## src/verilog/skip_stop_pkg.sv

```systemverilog
// Constants and types shared by the skip, stop and subtract executor.
package skip_stop_pkg;
   // Register byte offsets on the APB port.
   localparam logic [7:0] OFS_INSTR = 8'h00;
   localparam logic [7:0] OFS_STATUS = 8'h04;
   localparam logic [7:0] OFS_PC = 8'h08;
   localparam logic [7:0] OFS_MEM_ADDR = 8'h0C;
   localparam logic [7:0] OFS_MEM_DATA = 8'h10;
   // Status register field positions.
   localparam int ST_ACC_LSB = 0;
   localparam int ST_CARRY = 4;
   localparam int ST_ZERO = 5;
   localparam int ST_SLEEP = 6;
   // Opcode prefixes and the full stop word.
   localparam logic [8:0] SKIP3_PREFIX = 9'h115;
   localparam logic [8:0] SUB_MEM_PREFIX = 9'h034;
   localparam logic [8:0] SUBTRACT_WRITE_BACK_MEM_PREFIX = 9'h036;
   localparam logic [7:0] SUB_IMM_PREFIX = 8'h1E;
   localparam logic [7:0] SUBTRACT_WRITE_BACK_IMM_PREFIX = 8'h1F;
   localparam logic [15:0] STOP_CODE = 16'h0060;
   // Working registers sit in the lowest sixteen data memory nibbles.
   localparam logic [2:0] WR_BANK = 3'h0;
   localparam int MEM_DEPTH = 128;
   // Values after reset and program counter steps.
   localparam logic [3:0] ACC_RST = 4'h0;
   localparam logic [10:0] PC_RST = 11'h000;
   localparam logic [6:0] MEM_ADDR_RST = 7'h00;
   localparam logic [15:0] OPCODE_RST = 16'h0000;
   localparam logic WAKE_IDLE = 1'b1;
   localparam logic [10:0] PC_STEP = 11'h001;
   localparam logic [10:0] PC_SKIP = 11'h002;
   typedef enum logic [2:0] {
      OP_OTHER, OP_SKIP3, OP_STOP, OP_SUB_MEM, OP_SUBTRACT_WRITE_BACK_MEM, OP_SUB_IMM,
      OP_SUBTRACT_WRITE_BACK_IMM
   } op_t;
endpackage

```

## src/verilog/exec_if.sv

```systemverilog
// Link between the executor core and its decode and subtract unit.
`timescale 1ns/1ps
interface exec_if;
   logic [15:0] opcode;
   logic [3:0] acc;
   logic [3:0] mem_rd;
   skip_stop_pkg::op_t op;
   logic [6:0] addr;
   logic [3:0] operand_a;
   logic [3:0] operand_b;
   logic [3:0] result;
   logic carry;
   logic zero;
   modport core (output opcode, acc, mem_rd,
      input op, addr, operand_a, operand_b, result, carry, zero);
   modport exec (input opcode, acc, mem_rd,
      output op, addr, operand_a, operand_b, result, carry, zero);
endinterface

```

## src/verilog/subtract_decode.sv

```systemverilog
// Opcode decode and 4-bit subtractor for the executor.
`timescale 1ns/1ps
module subtract_decode (
   exec_if.exec bus // Opcode in, decoded kind and arithmetic out.
);
   logic [4:0] diff;

   // Decode the opcode; immediate forms address a working register.
   always_comb begin
      bus.op = skip_stop_pkg::OP_OTHER;
      bus.addr = bus.opcode[6:0];
      bus.operand_b = bus.acc;
      if (bus.opcode[15:7] == skip_stop_pkg::SKIP3_PREFIX) begin
         bus.op = skip_stop_pkg::OP_SKIP3;
      end else if (bus.opcode[15:7] == skip_stop_pkg::SUB_MEM_PREFIX) begin
         bus.op = skip_stop_pkg::OP_SUB_MEM;
      end else if (bus.opcode[15:7] == skip_stop_pkg::SUBTRACT_WRITE_BACK_MEM_PREFIX) begin
         bus.op = skip_stop_pkg::OP_SUBTRACT_WRITE_BACK_MEM;
      end else if (bus.opcode[15:8] == skip_stop_pkg::SUB_IMM_PREFIX) begin
         bus.op = skip_stop_pkg::OP_SUB_IMM;
         bus.addr = {skip_stop_pkg::WR_BANK, bus.opcode[3:0]};
         bus.operand_b = bus.opcode[7:4];
      end else if (bus.opcode[15:8] == skip_stop_pkg::SUBTRACT_WRITE_BACK_IMM_PREFIX) begin
         bus.op = skip_stop_pkg::OP_SUBTRACT_WRITE_BACK_IMM;
         bus.addr = {skip_stop_pkg::WR_BANK, bus.opcode[3:0]};
         bus.operand_b = bus.opcode[7:4];
      end else if (bus.opcode == skip_stop_pkg::STOP_CODE) begin
         bus.op = skip_stop_pkg::OP_STOP;
      end
   end

   // Adding the inverse plus one leaves carry high exactly when no borrow.
   assign bus.operand_a = bus.mem_rd;
   assign diff = {1'b0, bus.operand_a} + {1'b0, ~bus.operand_b} + 5'h01;
   assign bus.result = diff[3:0];
   assign bus.carry = diff[4];
   assign bus.zero = (diff[3:0] == 4'h0);
endmodule

```

## src/verilog/skip_stop_subtract_exec.sv

```systemverilog
// Executor for bit-3 skip, stop mode and subtract instructions over APB.
`timescale 1ns/1ps
module skip_stop_subtract_exec (
   input wire logic pclk, // Core clock, 100 MHz.
   input wire logic presetn, // Asynchronous reset, active low.
   input wire logic psel, // APB select.
   input wire logic penable, // APB access phase.
   input wire logic pwrite, // APB direction, high for write.
   input wire logic [7:0] paddr, // APB byte address.
   input wire logic [31:0] pwdata, // APB write data.
   output logic [31:0] prdata, // APB read data.
   output logic pready, // APB ready, always high.
   output logic pslverr, // APB error for unmapped or refused access.
   input wire logic wake_input_port, // External wake pin.
   output logic osc_halt // High while the oscillator is stopped.
);
   logic [3:0] data_mem [skip_stop_pkg::MEM_DEPTH];
   logic [3:0] accumulator;
   logic carry_flag;
   logic zero_flag;
   logic [10:0] program_counter;
   logic [6:0] mem_addr;
   logic [15:0] last_opcode;
   logic sleeping;
   logic wake_meta;
   logic wake_sync;
   logic wake_prev;
   logic wake_fall;
   logic wr_access;
   logic exec_go;
   logic is_sub;
   logic writes_mem;
   logic mapped;
   logic [31:0] next_prdata;

   exec_if link ();

   subtract_decode u_decode (
      .bus(link)
   );

   // The opcode is taken straight from the bus so it executes on that edge.
   assign link.opcode = pwdata[15:0];
   assign link.acc = accumulator;
   assign link.mem_rd = data_mem[link.addr];

   // Decoded kinds that select the destinations.
   assign is_sub = (link.op == skip_stop_pkg::OP_SUB_MEM) ||
      (link.op == skip_stop_pkg::OP_SUBTRACT_WRITE_BACK_MEM) ||
      (link.op == skip_stop_pkg::OP_SUB_IMM) ||
      (link.op == skip_stop_pkg::OP_SUBTRACT_WRITE_BACK_IMM);
   assign writes_mem = (link.op == skip_stop_pkg::OP_SUBTRACT_WRITE_BACK_MEM) ||
      (link.op == skip_stop_pkg::OP_SUBTRACT_WRITE_BACK_IMM);

   // APB decode; a write to the opcode register is one machine cycle.
   assign wr_access = psel && penable && pwrite;
   assign mapped = (paddr == skip_stop_pkg::OFS_INSTR) ||
      (paddr == skip_stop_pkg::OFS_STATUS) ||
      (paddr == skip_stop_pkg::OFS_PC) ||
      (paddr == skip_stop_pkg::OFS_MEM_ADDR) ||
      (paddr == skip_stop_pkg::OFS_MEM_DATA);
   assign exec_go = wr_access && (paddr == skip_stop_pkg::OFS_INSTR) &&
      !sleeping;
   assign pready = 1'b1;
   // A sleeping core cannot take an opcode, so the write is flagged.
   assign pslverr = psel && penable && (!mapped || (pwrite && sleeping &&
      (paddr == skip_stop_pkg::OFS_INSTR)));
   assign osc_halt = sleeping;

   // Wake pin passes two flip-flops before the edge detector sees it.
   always_ff @(posedge pclk or negedge presetn) begin
      if (!presetn) begin
         wake_meta <= skip_stop_pkg::WAKE_IDLE;
         wake_sync <= skip_stop_pkg::WAKE_IDLE;
         wake_prev <= skip_stop_pkg::WAKE_IDLE;
      end else begin
         wake_meta <= wake_input_port;
         wake_sync <= wake_meta;
         wake_prev <= wake_sync;
      end
   end
   assign wake_fall = wake_prev && !wake_sync;

   // Sleep state; edges that arrive while awake are simply ignored.
   always_ff @(posedge pclk or negedge presetn) begin
      if (!presetn) begin
         sleeping <= 1'b0;
      end else if (exec_go && (link.op == skip_stop_pkg::OP_STOP)) begin
         sleeping <= 1'b1;
      end else if (sleeping && wake_fall) begin
         sleeping <= 1'b0;
      end
   end

   // Program counter; stop already stepped it, so wake resumes past it.
   always_ff @(posedge pclk or negedge presetn) begin
      if (!presetn) begin
         program_counter <= skip_stop_pkg::PC_RST;
      end else if (exec_go) begin
         if ((link.op == skip_stop_pkg::OP_SKIP3) && link.mem_rd[3]) begin
            program_counter <= program_counter + skip_stop_pkg::PC_SKIP;
         end else begin
            program_counter <= program_counter + skip_stop_pkg::PC_STEP;
         end
      end else if (wr_access && (paddr == skip_stop_pkg::OFS_PC)) begin
         program_counter <= pwdata[10:0];
      end
   end

   // Accumulator and flags; software may preset them through status.
   always_ff @(posedge pclk or negedge presetn) begin
      if (!presetn) begin
         accumulator <= skip_stop_pkg::ACC_RST;
         carry_flag <= 1'b0;
         zero_flag <= 1'b0;
      end else if (exec_go && is_sub) begin
         accumulator <= link.result;
         carry_flag <= link.carry;
         zero_flag <= link.zero;
      end else if (wr_access && (paddr == skip_stop_pkg::OFS_STATUS)) begin
         accumulator <= pwdata[skip_stop_pkg::ST_ACC_LSB +: 4];
         carry_flag <= pwdata[skip_stop_pkg::ST_CARRY];
         zero_flag <= pwdata[skip_stop_pkg::ST_ZERO];
      end
   end

   // Data memory holds no reset; it is contents, not control state.
   always_ff @(posedge pclk) begin
      if (exec_go && writes_mem) begin
         data_mem[link.addr] <= link.result;
      end else if (wr_access && (paddr == skip_stop_pkg::OFS_MEM_DATA)) begin
         data_mem[mem_addr] <= pwdata[3:0];
      end
   end

   // Memory window pointer and the last opcode taken.
   always_ff @(posedge pclk or negedge presetn) begin
      if (!presetn) begin
         mem_addr <= skip_stop_pkg::MEM_ADDR_RST;
         last_opcode <= skip_stop_pkg::OPCODE_RST;
      end else begin
         if (wr_access && (paddr == skip_stop_pkg::OFS_MEM_ADDR)) begin
            mem_addr <= pwdata[6:0];
         end
         if (exec_go) begin
            last_opcode <= pwdata[15:0];
         end
      end
   end

   // Read data is chosen in the setup cycle and held through the access.
   always_comb begin
      next_prdata = 32'h00000000;
      unique case (paddr)
         skip_stop_pkg::OFS_INSTR: next_prdata[15:0] = last_opcode;
         skip_stop_pkg::OFS_STATUS: begin
            next_prdata[skip_stop_pkg::ST_ACC_LSB +: 4] = accumulator;
            next_prdata[skip_stop_pkg::ST_CARRY] = carry_flag;
            next_prdata[skip_stop_pkg::ST_ZERO] = zero_flag;
            next_prdata[skip_stop_pkg::ST_SLEEP] = sleeping;
         end
         skip_stop_pkg::OFS_PC: next_prdata[10:0] = program_counter;
         skip_stop_pkg::OFS_MEM_ADDR: next_prdata[6:0] = mem_addr;
         skip_stop_pkg::OFS_MEM_DATA: next_prdata[3:0] = data_mem[mem_addr];
         default: next_prdata = 32'h00000000;
      endcase
   end

   always_ff @(posedge pclk or negedge presetn) begin
      if (!presetn) begin
         prdata <= 32'h00000000;
      end else if (psel && !penable && !pwrite) begin
         prdata <= next_prdata;
      end
   end

   // Checks on the executed instructions.
   a_skip_taken: assert property (
      @(posedge pclk) disable iff (!presetn)
      exec_go && (link.op == skip_stop_pkg::OP_SKIP3) && link.mem_rd[3]
      |=> program_counter == $past(program_counter) + skip_stop_pkg::PC_SKIP)
      else $error("Bit-3 skip did not advance by two.");

   a_skip_not_taken: assert property (
      @(posedge pclk) disable iff (!presetn)
      exec_go && (link.op == skip_stop_pkg::OP_SKIP3) && !link.mem_rd[3]
      |=> program_counter == $past(program_counter) + skip_stop_pkg::PC_STEP &&
      $stable(accumulator))
      else $error("Bit-3 skip without the bit did not step by one.");

   a_stop_enters: assert property (
      @(posedge pclk) disable iff (!presetn)
      exec_go && (link.op == skip_stop_pkg::OP_STOP)
      |=> osc_halt && sleeping &&
      program_counter == $past(program_counter) + skip_stop_pkg::PC_STEP)
      else $error("Stop did not halt the oscillator in one cycle.");

   a_wake_resume: assert property (
      @(posedge pclk) disable iff (!presetn)
      sleeping && wake_prev && !wake_sync
      |=> !osc_halt && $stable(program_counter))
      else $error("Falling wake edge did not end sleep.");

   a_sleep_holds: assert property (
      @(posedge pclk) disable iff (!presetn)
      sleeping && !(wake_prev && !wake_sync) |=> sleeping && !$past(exec_go))
      else $error("Sleep ended without a wake edge.");

   a_sub_acc_only: assert property (
      @(posedge pclk) disable iff (!presetn)
      exec_go && (link.op == skip_stop_pkg::OP_SUB_MEM)
      |=> accumulator == 4'($past(link.mem_rd) - $past(accumulator)) &&
      data_mem[$past(link.addr)] == $past(link.mem_rd))
      else $error("Memory subtract wrong or memory disturbed.");

   a_sub_imm_only: assert property (
      @(posedge pclk) disable iff (!presetn)
      exec_go && (link.op == skip_stop_pkg::OP_SUB_IMM)
      |=> accumulator == 4'($past(link.mem_rd) - $past(pwdata[7:4])) &&
      data_mem[$past(link.addr)] == $past(link.mem_rd))
      else $error("Immediate subtract wrong or register disturbed.");

   a_subtract_write_back_mem_write: assert property (
      @(posedge pclk) disable iff (!presetn)
      exec_go && (link.op == skip_stop_pkg::OP_SUBTRACT_WRITE_BACK_MEM)
      |=> data_mem[$past(link.addr)] == accumulator &&
      accumulator == 4'($past(link.mem_rd) - $past(accumulator)))
      else $error("Write-back memory subtract missed a destination.");

   a_subtract_write_back_imm_write: assert property (
      @(posedge pclk) disable iff (!presetn)
      exec_go && (link.op == skip_stop_pkg::OP_SUBTRACT_WRITE_BACK_IMM)
      |=> data_mem[$past(link.addr)] == accumulator &&
      accumulator == 4'($past(link.mem_rd) - $past(pwdata[7:4])))
      else $error("Write-back immediate subtract missed a destination.");

   a_flags_borrow: assert property (
      @(posedge pclk) disable iff (!presetn)
      exec_go && is_sub
      |=> carry_flag == ($past(link.operand_a) >= $past(link.operand_b)) &&
      zero_flag == (accumulator == 4'h0))
      else $error("Carry or zero flag wrong after subtract.");
endmodule

```

## config.mk

```make
export PLATFORM = sky130hd
export DESIGN_NAME = skip_stop_subtract_exec
export DESIGN_NICKNAME = d
export VERILOG_FILES = /design/src/verilog/skip_stop_pkg.sv /design/src/verilog/exec_if.sv /design/src/verilog/subtract_decode.sv /design/src/verilog/skip_stop_subtract_exec.sv
export SDC_FILE = /design/constraint.sdc
export NUM_CORES = 1
export LEC_CHECK = 0
export ABC_CLOCK_PERIOD_IN_PS = 4700
export BUFFER_PORTS_ARGS = -buffer_cell sky130_fd_sc_hd__buf_2
export CAP_MARGIN = 10
export CORE_ASPECT_RATIO = 1.1
export CORE_MARGIN = 4
export CORE_UTILIZATION = 25
export CTS_BUF_LIST = sky130_fd_sc_hd__clkbuf_4 sky130_fd_sc_hd__clkbuf_8
export CTS_CLUSTER_DIAMETER = 120
export DETAILED_ROUTE_END_ITERATION = 10
export PLACE_DENSITY = 0.47
export SETUP_SLACK_MARGIN = 0.5
export SLEW_MARGIN = 20
export SYNTH_ARGS = -nofsm -noshare
export SYNTH_HDL_FRONTEND = slang
export SYNTH_HIERARCHICAL = 1
export SYNTH_SLANG_ARGS = --single-unit
```

## constraint.sdc

```tcl
create_clock -name pclk -period 4.7 [get_ports pclk]
set_input_delay 0.705 -clock pclk [delete_from_list [all_inputs] [get_ports pclk]]
set_output_delay 0.705 -clock pclk [all_outputs]
set_load 0.005 [all_outputs]
```

==> run metrics <==
initial antenna violation count=5; Worst Tran Pin Value=1.07 ns; First DRT Iteration DRCs=1635; Die Ht=359 µm; top layer reached by signal wires=met4; total grt overflow=0; Clock Skew=0.0445 ns; yosys warns=6; fin worst setup slack=0.664 ns; vias per cell=4.85; # rows=128; largest net degree at the start of global routing=59; Clock Path Buffers=3; fmax=0.248 GHz; starting density of the core=25.2%; relative slew slack=28.5%; Buffers on Ports=47; Chip Width=327 µm; Final Non-Filler Cells=3388; status=complete, no violations; Final period util=85.9%; Overall Global Routing Usage=14.1%; pwr dens=340 nW/µm²; RSZ-0062 raised after global routing=no; met3 wire length=5.12 mm; Leakage=10.7 nW; Layout area overhead=18.6%; Worst-path clk slew=0.06 ns; met1 wire length=34.3 mm; Routed Antenna Nets=0; DRT Pass-1 Iters=5; layout cells sized above 1=38.7%; nets=1862; first-pass GRT wire length=122 mm; vias=16415; worst hold path type=primary input to flip-flop; Routed WL=83.6 mm; DP Wirelength=58.2 mm; Final Slew Violations=0; Fin. Hold Viols=0; crit-path max FO=43; cts bufs inserted=94; Peak VDD IR=0.164 mV; clk_lat worst skew=0.72 ns; CTS sink count=572; CTS tree=done; Critical Path RT=5.23 ns; r2r startpoint=mem_addr[1]; Crit path arrival time=4.56 ns; hold path start=wake_input_port; depth of the CTS H-tree=3; routability cong.=0.836; final core occ=29.9%; hold path depth=1; placed insts=3207; slowest cell on the critical path=mux4_2; CP Capture Type=flip-flop; CP cell instances=buf_8, buf_12, buf_4, mux4_2, mux4_2, mux4_2, nand2_1, nand2_1, ha_1, a21oi_2, xnor2_1, nand2_1, nand2_8, buf_12; Root Driver=clkbuf_8; max-cap violation count=0; Met2 Wirelength=41.4 mm; post_cts resized=0; dpl ws=-0.00591 ns; Residual DRC=0; r2r setup slk=0.90 ns; r2r worst-path depth=6; post-synthesis instance area=28000 µm²; CP startpoint kind=primary input; vias in the first global route=17257; die area=117000 µm²; Top Ports=81; r2r endpoint=prdata[0]; Tmin final=4.04 ns; Syn Inst Count=1612; endpoints failing setup=0; Core Box Area=111000 µm²; Crit path largest cell delay=0.54 ns; syn avg cell area=17.4 µm²; Avg WL per Cell=24.7 µm; crit path kind=primary input to flip-flop; WHS Endpoint=wake_meta; # fillers=10906
[worst max-delay path: cells and delay by family]
family          cells  cell delay [ns]
fa+ha+maj           1             0.38
xor+xnor            1             0.17
compound gates      1             0.21
buf+inv             4             0.90
simple gates        4             0.52
mux                 3             1.58
[sequential cells by signal (all words and copies together), names as in the netlist]
| signal | cells |
|---|---|
| wake_sync | 1 |
| carry_flag | 1 |
| accumulator | 4 |
| wake_prev | 1 |
| mem_addr | 7 |
| program_counter | 11 |
| last_opcode | 16 |
| osc_halt | 1 |
| prdata | 16 |
| zero_flag | 1 |
| wake_meta | 1 |
| data_mem | 512 |
[worst max-delay path by stage]
| stage | cells past startpoint | end | slack [ns] | startpoint |
|---|---|---|---|---|
| floorplan | 17 | data_mem[0][3] | 0.20 | pwdata[0] |
| global placement | 14 | data_mem[110][3] | 0.001 | pwdata[0] |
| detailed placement | 14 | data_mem[109][3] | -0.006 | pwdata[0] |
| CTS | 14 | data_mem[81][3] | 0.74 | pwdata[0] |
| global route | 14 | data_mem[96][3] | 0.56 | pwdata[0] |
| finish | 14 | data_mem[97][3] | 0.66 | pwdata[0] |
[final cells by class]
cell class	instances	area [µm²]	share of cell area, %
clock inverter	54	367	1.10
inverter	20	75.1	0.226
timing repair buffer	221	1990	5.98
tap	1495	1870	5.63
sequential	572	16900	50.9
antenna	5	12.5	0.0377
multi-input combinational	900	10500	31.6
clock buffer	121	1500	4.53
[through the flow]
| stage | hold WS, ns | area, µm² | total power, mW | setup TNS, ns |
|---|---|---|---|---|
| floorplan | 0.345 | 28300 | 6.50 | 0 |
| global placement | 0.356 | 31300 | 6.99 | 0 |
| detailed placement | 0.350 | 31300 | 7.01 | -0.152 |
| CTS | 0.0163 | 33200 | 11.4 | 0 |
| global route | 0.0465 | 33200 | 11.8 | 0 |
| finish | 0.0947 | 33200 | 11.3 | 0 |
[power breakdown]
| part | leakage, nW | switching (mW) | internal [mW] | total [mW] |
|---|---|---|---|---|
| registers | 5.43 | 0.0168 | 5.80 | 5.81 |
| clock network | 0.990 | 2.06 | 2.33 | 4.39 |
| logic | 4.28 | 0.670 | 0.407 | 1.08 |
[what timing repair did]
item,in CTS,in global routing
hold buffers,1,0
buffers inserted,0,0
endpoints found under the hold margin,18,0
[routing by layer]
metal / global-route usage [%] / vias to the layer above
li1: - / 6972
met1: 18.1 / 8722
met2: 23.6 / 564
met3: 2.98 / 157
met4: 5.20 / 0
met5: 0 / -
[cell usage in the layout (no fill, tap or decap), drive strengths merged, types with 4 or more instances in the layout]
cell,instances
a21oi,15
a22oi,19
a31oi,11
and2,9
and3,8
buf,220
bufinv,4
clkbuf,121
clkinv,42
conb,17
dfrtp,57
diode,5
edfxtp,512
ha,6
inv,25
mux2,11
mux2i,35
mux4,322
nand2,160
nand2b,4
nand3,16
nand3b,6
nor2,151
nor2b,4
nor3,15
nor3b,5
nor4b,4
o21ai,27
o221ai,4
o31ai,4
xnor2,4
Note: power is estimated with default switching activity, not from simulation.
